$ cat src/hw/txshd_regs.svh
// register offsets, field positions and reset values of the transmit descriptor shadow bank
//
// Function
// - style 00h: 16-bit init burst allowed, 16-bit descriptors no burst, flag 0
// - style 02h: 32-bit init and descriptors, descriptors no burst, flag 1
// - style 03h: 32-bit init and descriptors, burst allowed for both, flag 1
// - shadow registers take host writes only while stop or suspend is set
// - shadow contents survive hardware reset, software reset and stop
// - upper sixteen bits are reserved; written zero, read value free
// - previous descriptor address low half in bits 15 to 0
// - previous descriptor address high half in bits 15 to 0
// - byte count of previous descriptor word one in bits 11 to 0
// - upper half of previous descriptor word one in bits 15 to 0
// - low half of next transmit buffer address in bits 15 to 0
// - structure size flag follows the style, read only, writes ignored
// - style becomes 00h on hardware reset, kept by software reset and stop
`ifndef TXSHD_REGS_SVH
`define TXSHD_REGS_SVH

// ----------------------------------------------------------------
// byte offsets
// ----------------------------------------------------------------
`define TXSHD_OFS_CTRL 8'h00
`define TXSHD_OFS_STYLE 8'h04
`define TXSHD_OFS_PREV_ADDR_LO 8'h08
`define TXSHD_OFS_PREV_ADDR_HI 8'h0C
`define TXSHD_OFS_PREV_DESCRIPTOR_BYTE_COUNT 8'h10
`define TXSHD_OFS_PREV_STAT 8'h14
`define TXSHD_OFS_NEXT_BUF_LO 8'h18

// ----------------------------------------------------------------
// field positions
// ----------------------------------------------------------------
`define TXSHD_CTRL_STOP_BIT 0
`define TXSHD_CTRL_SUSPEND_BIT 1
`define TXSHD_CTRL_SOFT_RESET_BIT 2
`define TXSHD_STYLE_MSB 7
`define TXSHD_SIZE_FLAG_BIT 8
`define TXSHD_FIELD_MSB 15
`define TXSHD_DESCRIPTOR_BYTE_COUNT_MSB 11
`define TXSHD_WORD1_STAT_LSB 16

// ----------------------------------------------------------------
// reset values and bus answers
// ----------------------------------------------------------------
`define TXSHD_STYLE_RESET 8'h00
`define TXSHD_STOP_RESET 1'b1
`define TXSHD_RESP_OKAY 2'h0
`define TXSHD_RESP_SLVERR 2'h2
`define TXSHD_RESP_DECERR 2'h3

`endif

$ cat src/hw/txshd_pkg.sv
// types shared by the transmit descriptor shadow bank
package txshd_pkg;

    // software style encodings
    typedef enum logic [7:0] {
        TXSHD_STYLE_LEGACY16 = 8'h00,
        TXSHD_STYLE_RESERVED1 = 8'h01,
        TXSHD_STYLE_WIDE32 = 8'h02,
        TXSHD_STYLE_WIDE32_BURST = 8'h03
    } txshd_style_type;

    // decoded structure layout handed to the fetch engine
    typedef struct packed {
        logic init_wide;
        logic init_burst;
        logic desc_wide;
        logic desc_burst;
        logic size_flag;
    } txshd_layout_type;

endpackage : txshd_pkg

$ cat src/hw/txshd_bank.sv
// transmit descriptor shadow registers with style decode behind an AXI4-Lite slave
//
// Register access over AXI4-Lite and the placing of the registers were chosen for this implementation.
`include "txshd_regs.svh"

module txshd_bank
    import txshd_pkg::*;
#(
    parameter int ADDR_W = 8
) (
    // clock and reset
    input wire logic aclk,
    input wire logic aresetn,
    // AXI4-Lite write address and data
    input wire logic awvalid,
    output logic awready,
    input wire logic [ADDR_W-1:0] awaddr,
    input wire logic [2:0] awprot,
    input wire logic wvalid,
    output logic wready,
    input wire logic [31:0] wdata,
    input wire logic [3:0] wstrb,
    // AXI4-Lite write response
    output logic bvalid,
    input wire logic bready,
    output logic [1:0] bresp,
    // AXI4-Lite read address
    input wire logic arvalid,
    output logic arready,
    input wire logic [ADDR_W-1:0] araddr,
    input wire logic [2:0] arprot,
    // AXI4-Lite read data
    output logic rvalid,
    input wire logic rready,
    output logic [31:0] rdata,
    output logic [1:0] rresp,
    // updates from the transmit descriptor manager
    input wire logic prev_upd_valid,
    input wire logic [31:0] prev_upd_desc_addr,
    input wire logic [31:0] prev_upd_word1,
    input wire logic next_upd_valid,
    input wire logic [15:0] next_upd_buf_addr,
    // state and layout toward the fetch engine
    output logic stop_bit,
    output logic suspend_bit,
    output logic soft_reset_pulse,
    output logic [7:0] style_selector,
    output logic structure_size_flag,
    output logic init_wide,
    output logic init_burst,
    output logic desc_wide,
    output logic desc_burst
);

    // ----------------------------------------------------------------
    // elaboration check
    // ----------------------------------------------------------------
    if (ADDR_W < 5 || ADDR_W > 32) begin : g_bad_addr_w
        $error("txshd_bank: ADDR_W must lie between 5 and 32");
    end

    // ----------------------------------------------------------------
    // storage
    // ----------------------------------------------------------------
    logic stop_q;
    logic suspend_q;
    logic soft_reset_q;
    logic [7:0] style_q;
    logic [15:0] prev_desc_addr_lo_field;
    logic [15:0] prev_desc_addr_hi_field;
    logic [11:0] prev_byte_count_field;
    logic [15:0] prev_status_field;
    logic [15:0] next_buffer_addr_lo_field;
    txshd_layout_type layout;

    // bus state
    logic bvalid_q;
    logic [1:0] bresp_q;
    logic rvalid_q;
    logic [31:0] rdata_q;
    logic [1:0] rresp_q;

    // write decode
    logic wr_fire;
    logic [7:0] wr_ofs;
    logic wr_open;
    logic wr_ctrl;
    logic wr_style;
    logic wr_shadow;
    logic wr_mapped;
    logic [15:0] wr_lo16;
    logic rd_fire;
    logic [7:0] rd_ofs;

    // ----------------------------------------------------------------
    // bus handshakes
    // ----------------------------------------------------------------
    // address and data are taken together, once no response is pending
    assign awready = awvalid && wvalid && !bvalid_q;
    assign wready = awvalid && wvalid && !bvalid_q;
    assign wr_fire = awvalid && wvalid && !bvalid_q;
    assign arready = !rvalid_q;
    assign rd_fire = arvalid && !rvalid_q;
    assign wr_ofs = 8'(awaddr[ADDR_W-1:0]);
    assign rd_ofs = 8'(araddr[ADDR_W-1:0]);

    // the shadow bank and style are writable only while stopped or suspended
    assign wr_open = stop_q || suspend_q;
    assign wr_ctrl = wr_ofs == `TXSHD_OFS_CTRL;
    assign wr_style = wr_ofs == `TXSHD_OFS_STYLE;
    assign wr_shadow = wr_ofs == `TXSHD_OFS_PREV_ADDR_LO || wr_ofs == `TXSHD_OFS_PREV_ADDR_HI
        || wr_ofs == `TXSHD_OFS_PREV_DESCRIPTOR_BYTE_COUNT || wr_ofs == `TXSHD_OFS_PREV_STAT
        || wr_ofs == `TXSHD_OFS_NEXT_BUF_LO;
    assign wr_mapped = wr_ctrl || wr_style || wr_shadow;

    // reserved upper half is dropped; only byte lanes 0 and 1 matter
    assign wr_lo16 = wdata[15:0];

    // ----------------------------------------------------------------
    // control register: stop, suspend, soft reset
    // ----------------------------------------------------------------
    always_ff @(posedge aclk) begin
        if (!aresetn) begin
            stop_q <= `TXSHD_STOP_RESET;
            suspend_q <= 1'b0;
            soft_reset_q <= 1'b0;
        end else begin
            soft_reset_q <= 1'b0;
            if (wr_fire && wr_ctrl && wstrb[0]) begin
                stop_q <= wdata[`TXSHD_CTRL_STOP_BIT];
                suspend_q <= wdata[`TXSHD_CTRL_SUSPEND_BIT];
                soft_reset_q <= wdata[`TXSHD_CTRL_SOFT_RESET_BIT];
            end
            // software reset stops the controller
            if (soft_reset_q) begin
                stop_q <= 1'b1;
                suspend_q <= 1'b0;
            end
        end
    end

    // ----------------------------------------------------------------
    // style selector: cleared only by hardware reset
    // ----------------------------------------------------------------
    always_ff @(posedge aclk) begin
        if (!aresetn) begin
            style_q <= `TXSHD_STYLE_RESET;
        end else if (wr_fire && wr_style && wr_open && wstrb[0]) begin
            style_q <= wdata[`TXSHD_STYLE_MSB:0];
        end
    end

    // ----------------------------------------------------------------
    // style decode into structure layout
    // ----------------------------------------------------------------
    always_comb begin
        layout = '0;
        unique case (style_q)
            TXSHD_STYLE_LEGACY16: begin
                layout.init_burst = 1'b1;
            end
            TXSHD_STYLE_WIDE32: begin
                layout.init_wide = 1'b1;
                layout.init_burst = 1'b1;
                layout.desc_wide = 1'b1;
                layout.size_flag = 1'b1;
            end
            TXSHD_STYLE_WIDE32_BURST: begin
                layout.init_wide = 1'b1;
                layout.init_burst = 1'b1;
                layout.desc_wide = 1'b1;
                layout.desc_burst = 1'b1;
                layout.size_flag = 1'b1;
            end
            TXSHD_STYLE_RESERVED1: begin
                layout.size_flag = 1'b1; // flag set, layout left at the safe default
            end
            default: begin
                layout = '0; // unlisted codes clear every layout bit, init_burst included, unlike the legacy layout
            end
        endcase
    end

    // ----------------------------------------------------------------
    // previous descriptor shadows: no reset term at all
    // ----------------------------------------------------------------
    // the descriptor manager wins over a software write in the same cycle
    always_ff @(posedge aclk) begin
        if (prev_upd_valid) begin
            prev_desc_addr_lo_field <= prev_upd_desc_addr[15:0];
            prev_desc_addr_hi_field <= prev_upd_desc_addr[31:16];
        end else if (wr_fire && wr_open) begin
            if (wr_ofs == `TXSHD_OFS_PREV_ADDR_LO) begin
                if (wstrb[0]) prev_desc_addr_lo_field[7:0] <= wr_lo16[7:0];
                if (wstrb[1]) prev_desc_addr_lo_field[15:8] <= wr_lo16[15:8];
            end
            if (wr_ofs == `TXSHD_OFS_PREV_ADDR_HI) begin
                if (wstrb[0]) prev_desc_addr_hi_field[7:0] <= wr_lo16[7:0];
                if (wstrb[1]) prev_desc_addr_hi_field[15:8] <= wr_lo16[15:8];
            end
        end
    end

    // byte count and status copies of descriptor word one
    always_ff @(posedge aclk) begin
        if (prev_upd_valid) begin
            prev_byte_count_field <= prev_upd_word1[`TXSHD_DESCRIPTOR_BYTE_COUNT_MSB:0];
            prev_status_field <= prev_upd_word1[31:`TXSHD_WORD1_STAT_LSB];
        end else if (wr_fire && wr_open) begin
            if (wr_ofs == `TXSHD_OFS_PREV_DESCRIPTOR_BYTE_COUNT) begin
                if (wstrb[0]) prev_byte_count_field[7:0] <= wr_lo16[7:0];
                if (wstrb[1]) prev_byte_count_field[11:8] <= wr_lo16[11:8];
            end
            if (wr_ofs == `TXSHD_OFS_PREV_STAT) begin
                if (wstrb[0]) prev_status_field[7:0] <= wr_lo16[7:0];
                if (wstrb[1]) prev_status_field[15:8] <= wr_lo16[15:8];
            end
        end
    end

    // next transmit buffer address, low half
    always_ff @(posedge aclk) begin
        if (next_upd_valid) begin
            next_buffer_addr_lo_field <= next_upd_buf_addr;
        end else if (wr_fire && wr_open && wr_ofs == `TXSHD_OFS_NEXT_BUF_LO) begin
            if (wstrb[0]) next_buffer_addr_lo_field[7:0] <= wr_lo16[7:0];
            if (wstrb[1]) next_buffer_addr_lo_field[15:8] <= wr_lo16[15:8];
        end
    end

    // ----------------------------------------------------------------
    // write response
    // ----------------------------------------------------------------
    // a locked write is dropped and answered with a slave error
    always_ff @(posedge aclk) begin
        if (!aresetn) begin
            bvalid_q <= 1'b0;
            bresp_q <= `TXSHD_RESP_OKAY;
        end else if (wr_fire) begin
            bvalid_q <= 1'b1;
            if (!wr_mapped) begin
                bresp_q <= `TXSHD_RESP_DECERR;
            end else if ((wr_style || wr_shadow) && !wr_open) begin
                bresp_q <= `TXSHD_RESP_SLVERR;
            end else begin
                bresp_q <= `TXSHD_RESP_OKAY;
            end
        end else if (bready) begin
            bvalid_q <= 1'b0;
        end
    end

    // ----------------------------------------------------------------
    // read data
    // ----------------------------------------------------------------
    // reserved bits read as zero; reads are allowed at any time
    always_ff @(posedge aclk) begin
        if (!aresetn) begin
            rvalid_q <= 1'b0;
            rdata_q <= '0;
            rresp_q <= `TXSHD_RESP_OKAY;
        end else if (rd_fire) begin
            rvalid_q <= 1'b1;
            rdata_q <= '0;
            rresp_q <= `TXSHD_RESP_OKAY;
            case (rd_ofs)
                `TXSHD_OFS_CTRL: begin
                    rdata_q[`TXSHD_CTRL_STOP_BIT] <= stop_q;
                    rdata_q[`TXSHD_CTRL_SUSPEND_BIT] <= suspend_q;
                end
                `TXSHD_OFS_STYLE: begin
                    rdata_q[`TXSHD_STYLE_MSB:0] <= style_q;
                    rdata_q[`TXSHD_SIZE_FLAG_BIT] <= layout.size_flag;
                end
                `TXSHD_OFS_PREV_ADDR_LO: rdata_q[15:0] <= prev_desc_addr_lo_field;
                `TXSHD_OFS_PREV_ADDR_HI: rdata_q[15:0] <= prev_desc_addr_hi_field;
                `TXSHD_OFS_PREV_DESCRIPTOR_BYTE_COUNT: rdata_q[11:0] <= prev_byte_count_field;
                `TXSHD_OFS_PREV_STAT: rdata_q[15:0] <= prev_status_field;
                `TXSHD_OFS_NEXT_BUF_LO: rdata_q[15:0] <= next_buffer_addr_lo_field;
                default: rresp_q <= `TXSHD_RESP_DECERR;
            endcase
        end else if (rready) begin
            rvalid_q <= 1'b0;
        end
    end

    // ----------------------------------------------------------------
    // outputs
    // ----------------------------------------------------------------
    assign bvalid = bvalid_q;
    assign bresp = bresp_q;
    assign rvalid = rvalid_q;
    assign rdata = rdata_q;
    assign rresp = rresp_q;
    assign stop_bit = stop_q;
    assign suspend_bit = suspend_q;
    assign soft_reset_pulse = soft_reset_q;
    assign style_selector = style_q;
    assign structure_size_flag = layout.size_flag;
    assign init_wide = layout.init_wide;
    assign init_burst = layout.init_burst;
    assign desc_wide = layout.desc_wide;
    assign desc_burst = layout.desc_burst;

endmodule : txshd_bank

$ cat config.mk
export PLATFORM = sky130hd
export DESIGN_NAME = txshd_bank
export DESIGN_NICKNAME = d
export VERILOG_FILES = /design/src/hw/txshd_pkg.sv /design/src/hw/txshd_bank.sv
export VERILOG_INCLUDE_DIRS = /design/src /design/src/hw
export SDC_FILE = /design/constraint.sdc
export NUM_CORES = 1
export LEC_CHECK = 0
export ABC_AREA = 0
export BUFFER_PORTS_ARGS = -buffer_cell sky130_fd_sc_hd__buf_2
export CORE_ASPECT_RATIO = 1.4
export CORE_UTILIZATION = 49
export CTS_CLUSTER_DIAMETER = 30
export CTS_CLUSTER_SIZE = 16
export DETAILED_ROUTE_END_ITERATION = 10
export MAX_ROUTING_LAYER = met4
export PLACE_DENSITY = 0.92
export SYNTH_ARGS = -nofsm -noshare
export SYNTH_HDL_FRONTEND = slang
export SYNTH_SLANG_ARGS = --single-unit
$ cat constraint.sdc
create_clock -name aclk -period 2.8 [get_ports aclk]
set_input_delay 0.56 -clock aclk [delete_from_list [all_inputs] [get_ports aclk]]
set_output_delay 0.56 -clock aclk [all_outputs]
set_load 0.05 [all_outputs]
* Word level (Yosys, flattened, before mapping)
Cells that the tools add are included.
** Storage, ports and cells
- Bits in registers :: 109
- Input bits :: 147
- Output and inout port bits :: 57
- Logic and storage cells :: 120
** Cells by class
- Equality and inequality tests :: 15
- Muxes and demuxes :: 32
- Bitwise gates (word level) :: 1
- Reduce and logical (&&, ||, !) cells :: 53
** Operator list (number)
- $mux W16 :: 11
- $eq A8 B5 Y1 const B :: 6
- $pmux W7 S6 :: 1
- $mux W12 :: 3
- $eq A8 B4 Y1 const B :: 4
- $logic_not A8 Y1 :: 3
- $reduce_and A3 Y1 :: 8
- $reduce_bool A2 Y1 :: 12
- $eq A8 B2 Y1 const B :: 2
- $eq A8 B3 Y1 const B :: 2
- $mux W8 :: 2
- $pmux W4 S4 :: 1
- $pmux W3 S5 :: 1
- $pmux W2 S7 :: 1
- $logic_and A1 B1 Y1 :: 11
- $eq A8 B1 Y1 const B :: 1
- $logic_or A1 B1 Y1 :: 8
- $mux W1 :: 8
- $reduce_or A7 Y1 :: 1
- $mux W2 :: 3
- $reduce_and A2 Y1 :: 3
- $reduce_or A3 Y1 :: 2
- $mux W4 :: 1
- $reduce_or A2 Y1 :: 2
- other kinds (2) :: 4

* Longest topological paths before layout
- Depth after elaboration :: 9
- Gate-level depth with buffers :: 7

* Least setup slack after synthesis
Ideal clock, no wire load.
- Path kind :: register to output
- Start :: register style_q[2] (netlist: style_selector[2])
- End :: output port desc_burst
- Arrival time :: 2.566 ns
- Required time :: 2.240 ns
- Setup slack :: -0.326 ns
- Cell stages (with the launch flop) :: 5
- Path buffers :: 0
- Cells stage by stage :: dfxtp_1 -> or4_1 -> or2_1 -> nor2_1 -> and2_1
** On the way
- Cells in the longest elaborated chain, start to end :: 2
** RTL lines
- start: declaration :: RTL line txshd_bank.sv:68 : logic [7:0] style_q;
- start signal: assignment :: RTL line txshd_bank.sv:147 : style_q <= `TXSHD_STYLE_RESET;
- start signal: assignment :: RTL line txshd_bank.sv:149 : style_q <= wdata[`TXSHD_STYLE_MSB:0];
- $eq A8 B2 Y1 :: RTL line txshd_bank.sv:158 : unique case (style_q)
- $mux W1 :: RTL line txshd_bank.sv:158
- end: declaration :: RTL line txshd_bank.sv:52 : output logic desc_burst
Every way passes these cells.

* Final worst setup path
Same ends and word-level chain as after synthesis.

==> results.md <==
* Status: completed
* Synth top area share at 42.5%
* CTS sink cnt at 108
* Setup CP Type: register to primary output
* Initial antenna violation count at 0
* CTS buffer count at 9
* Critical-path cell list: or4_1 > or2_1 > nor2_2 > and2_2 > buf_2
* Residual DRC at 0
* Syn Inst Count at 516
* Vias in the first global route at 4,377
* Maxcap violations at 0
* Core ar. at around 11,000 um^2
* Final clock skew at 0.00432 ns
* Final setup TNS at 0 ns
* DRT Wirelength at 14.2 mm
* CTS root buf: clkbuf_16
* Final min period at 2.61 ns
* Clock-pin slew on the worst setup and hold paths at 0.07 ns
* Die W at 90.5 um
* Post-synth EDFFs at between 70 and 80
* Htree depth at 3
* Site Rows at 44
* RSZ-0062 raised after global routing: no
* CP max stage delay at 0.55 ns
* Hold Fails Final Rpt at 0
* CP Capture Type: primary output
* Total power at 3680 uW
* Max Fclk at between 0.3 and 0.4 GHz
* Maximum root-to-sink buffer count at 2
* GR Util All Layers at a little over a quarter
* YS warnings at 0
* ANT nets after route at 0
* Final instance area at 6530 um^2
* First-pass GRT wire length at 22.3 mm
* Post-synth ARST share at 0%
* Port bufs at 159
* CTS Hold Buffers Added at 0
* Leakage power at 0.00294 uW
* Final Non-Filler Cells at 809
* Cells after DPL at 793
* Post-cts sizing count at 0
* Area leader, netlist: edfxtp_1
* Crit path max-delay family: simple AND/OR/NAND/NOR gates
* Hold Crit Class: register to register
* Netlist Area Pre-Place at ~5400 um^2
* Die area at between 10,000 and 15,000 um^2
* Routability Congestion at 0.914
* Final setup vio count at 0
* DR WL/cell at 17.5 um
* Data required, critical path at 2.24 ns
* Synth-to-layout area growth at 21.7%
* Die height at 126 um
* # nets final at about 810
* TritonRoute pass-1 iters at 5
* Largest net degree at the start of global routing at 77
* Relative slew margins at 59.3%
* DP HPWL at 10.5 mm
* Worst-skew pair later-pin latency at 0.35 ns
* TritonCTS clock tree: built
* DRT iter0 DRCs at 498
* Arr. time, crit path at slightly above 2 ns
* Distinct cell type count after synthesis at 57
* Initial Utilization at 51.0%
* Period utilization at between 90 and 100%
* Max Slew Vio Count at 0
* Type of origin of the critical path: register
* ANT cells at 0
* Post-Route Utilization at 62.1%
* Pwr/cell area at 563 nW/um^2
* CP max FO at 4
* Sequential fraction of the synthesis area at 54.5%
* DR vias at ~4,600
* Critical path's slowest cell: or4_1
* Syn avg cell area at roughly 10 um^2
* Most used DFF post-synth: edfxtp_1
* Largest cells by area after synthesis: edfxtp_1 43%, dfxtp_1 12%, nand2_1 9.2%, mux2_2 5.9%, buf_4 2.7%
* Gr ovfl total at 0
* Share of cells above drive strength 1 at 33.2%
* CP bufs+invs at 1
* I/O Pins at 204
* Post-CTS Setup Bufs at 0
* Worst-margin pin slew at ~0.61 ns
* Register bit count reported by yosys at 108
* Via-to-Cell Ratio at 5.63
* Placed standard-cell area at 6240 um^2
* Maximum vdd drop at approximately 350 uV
## state kept, by name, indices dropped and copies added (netlist names)
| signal | count |
|---|---|
| next_buffer_addr_lo_field | 16 |
| prev_desc_addr_hi_field | 16 |
| prev_desc_addr_lo_field | 16 |
| prev_status_field | 16 |
| rdata | 16 |
| prev_byte_count_field | 12 |
| style_selector | 8 |
| bresp | 2 |
| bvalid | 1 |
| rresp | 1 |
| rvalid | 1 |
| soft_reset_pulse | 1 |
| stop_bit | 1 |
| suspend_bit | 1 |
## power by group
group / total (uW) / internal [uW] / switching [uW] / leakage [uW]
Clock: 1250 / 711 / 535 / 0.000143
Sequential: 1890 / 1850 / 38.8 / 0.00100
Combinational: 547 / 190 / 356 / 0.00180
Total: 3680 / 2750 / 930 / 0.00294
## synthesized netlist by cell type (all sizes together), types with 2 or more instances
library cell	count
clkbuf	22
o2111ai	3
or4	2
and2	5
a21oi	20
nor3b	3
a22o	3
nor2b	12
or2	3
nand3b	4
a31oi	2
nand2b	18
a41o	2
a31o	4
nand3	5
nor2	18
a32o	2
o211a	2
o21bai	5
edfxtp	76
a221oi	5
dfxtp	32
mux2i	11
inv	4
buf	25
o21ai	25
o211ai	2
a32oi	3
nand2	132
a21boi	3
a22oi	12
nor3	5
mux2	32
## final timing paths
path                startpoint          end  slack [ns]  depth (start not counted)
max reg2reg  style_selector[2]     rdata[8]        0.62                          5
min reg2reg   soft_reset_pulse  suspend_bit        0.45                          1
min           soft_reset_pulse  suspend_bit        0.45                          1
max          style_selector[2]   desc_burst        0.19                          5
## cell families (layout without fill, tap and decap cells)
logic type / after synthesis / in the layout / share of synthesized area [%]
multiplexers: 44 / 44 / 9.18
other: 1 / 16 / 0.0699
AND/OR/NAND/NOR: 213 / 213 / 18.6
buffers and inverters: 51 / 191 / 5.10
AO/OA/AOI/OAI: 99 / 99 / 12.5
flip-flops: 108 / 108 / 54.5
## area by class of cell
cell class	instances	area (um^2)
fill	849	3980
tap	138	173
sequential	108	2920
multi-input combinational	372	2230
timing repair buffer	171	898
clock buffer	11	243
inverter	4	15.0
clock inverter	5	51.3
## placed cells by master (no fill, tap or decap), types with 3 or more instances in the layout
master,instances
nor2b_1,12
buf_2,159
conb_1,16
mux2_1,4
a22oi_1,12
a21oi_1,20
o21bai_1,5
buf_4,11
a31o_1,4
mux2i_1,11
inv_1,4
edfxtp_1,76
a221oi_1,5
o2111ai_1,3
nor3_1,4
o21ai_1,12
nand3b_1,4
a22o_1,3
nor2_1,17
a32oi_1,3
o21ai_0,13
mux2_2,28
dfxtp_1,32
and2_1,4
clkbuf_16,9
nand2b_1,18
nand3_1,5
nand2_1,132
## metal layers
metal / part of all wire [%] / wire (um) / track usage, % / vias up
met4: 3.4 / 488 / 12.4 / 0
met1: 39 / 5530 / 32.1 / 2130
met3: 7.9 / 1120 / 4.17 / 39
met5: 0 / 0 / - / -
met2: 50 / 7020 / 42.9 / 276
li1: - / - / - / 2112
## per-stage QoR
stage | worst slack [ns] | hold slack (ns)
finish | 0.192 | 0.454
global route | 0.148 | 0.478
CTS | 0.186 | 0.452
detailed placement | 0.142 | 0.443
global placement | 0.207 | 0.427
floorplan | 0.0436 | 0.493
No activity file was read; power rests on OpenSTA's default activity.
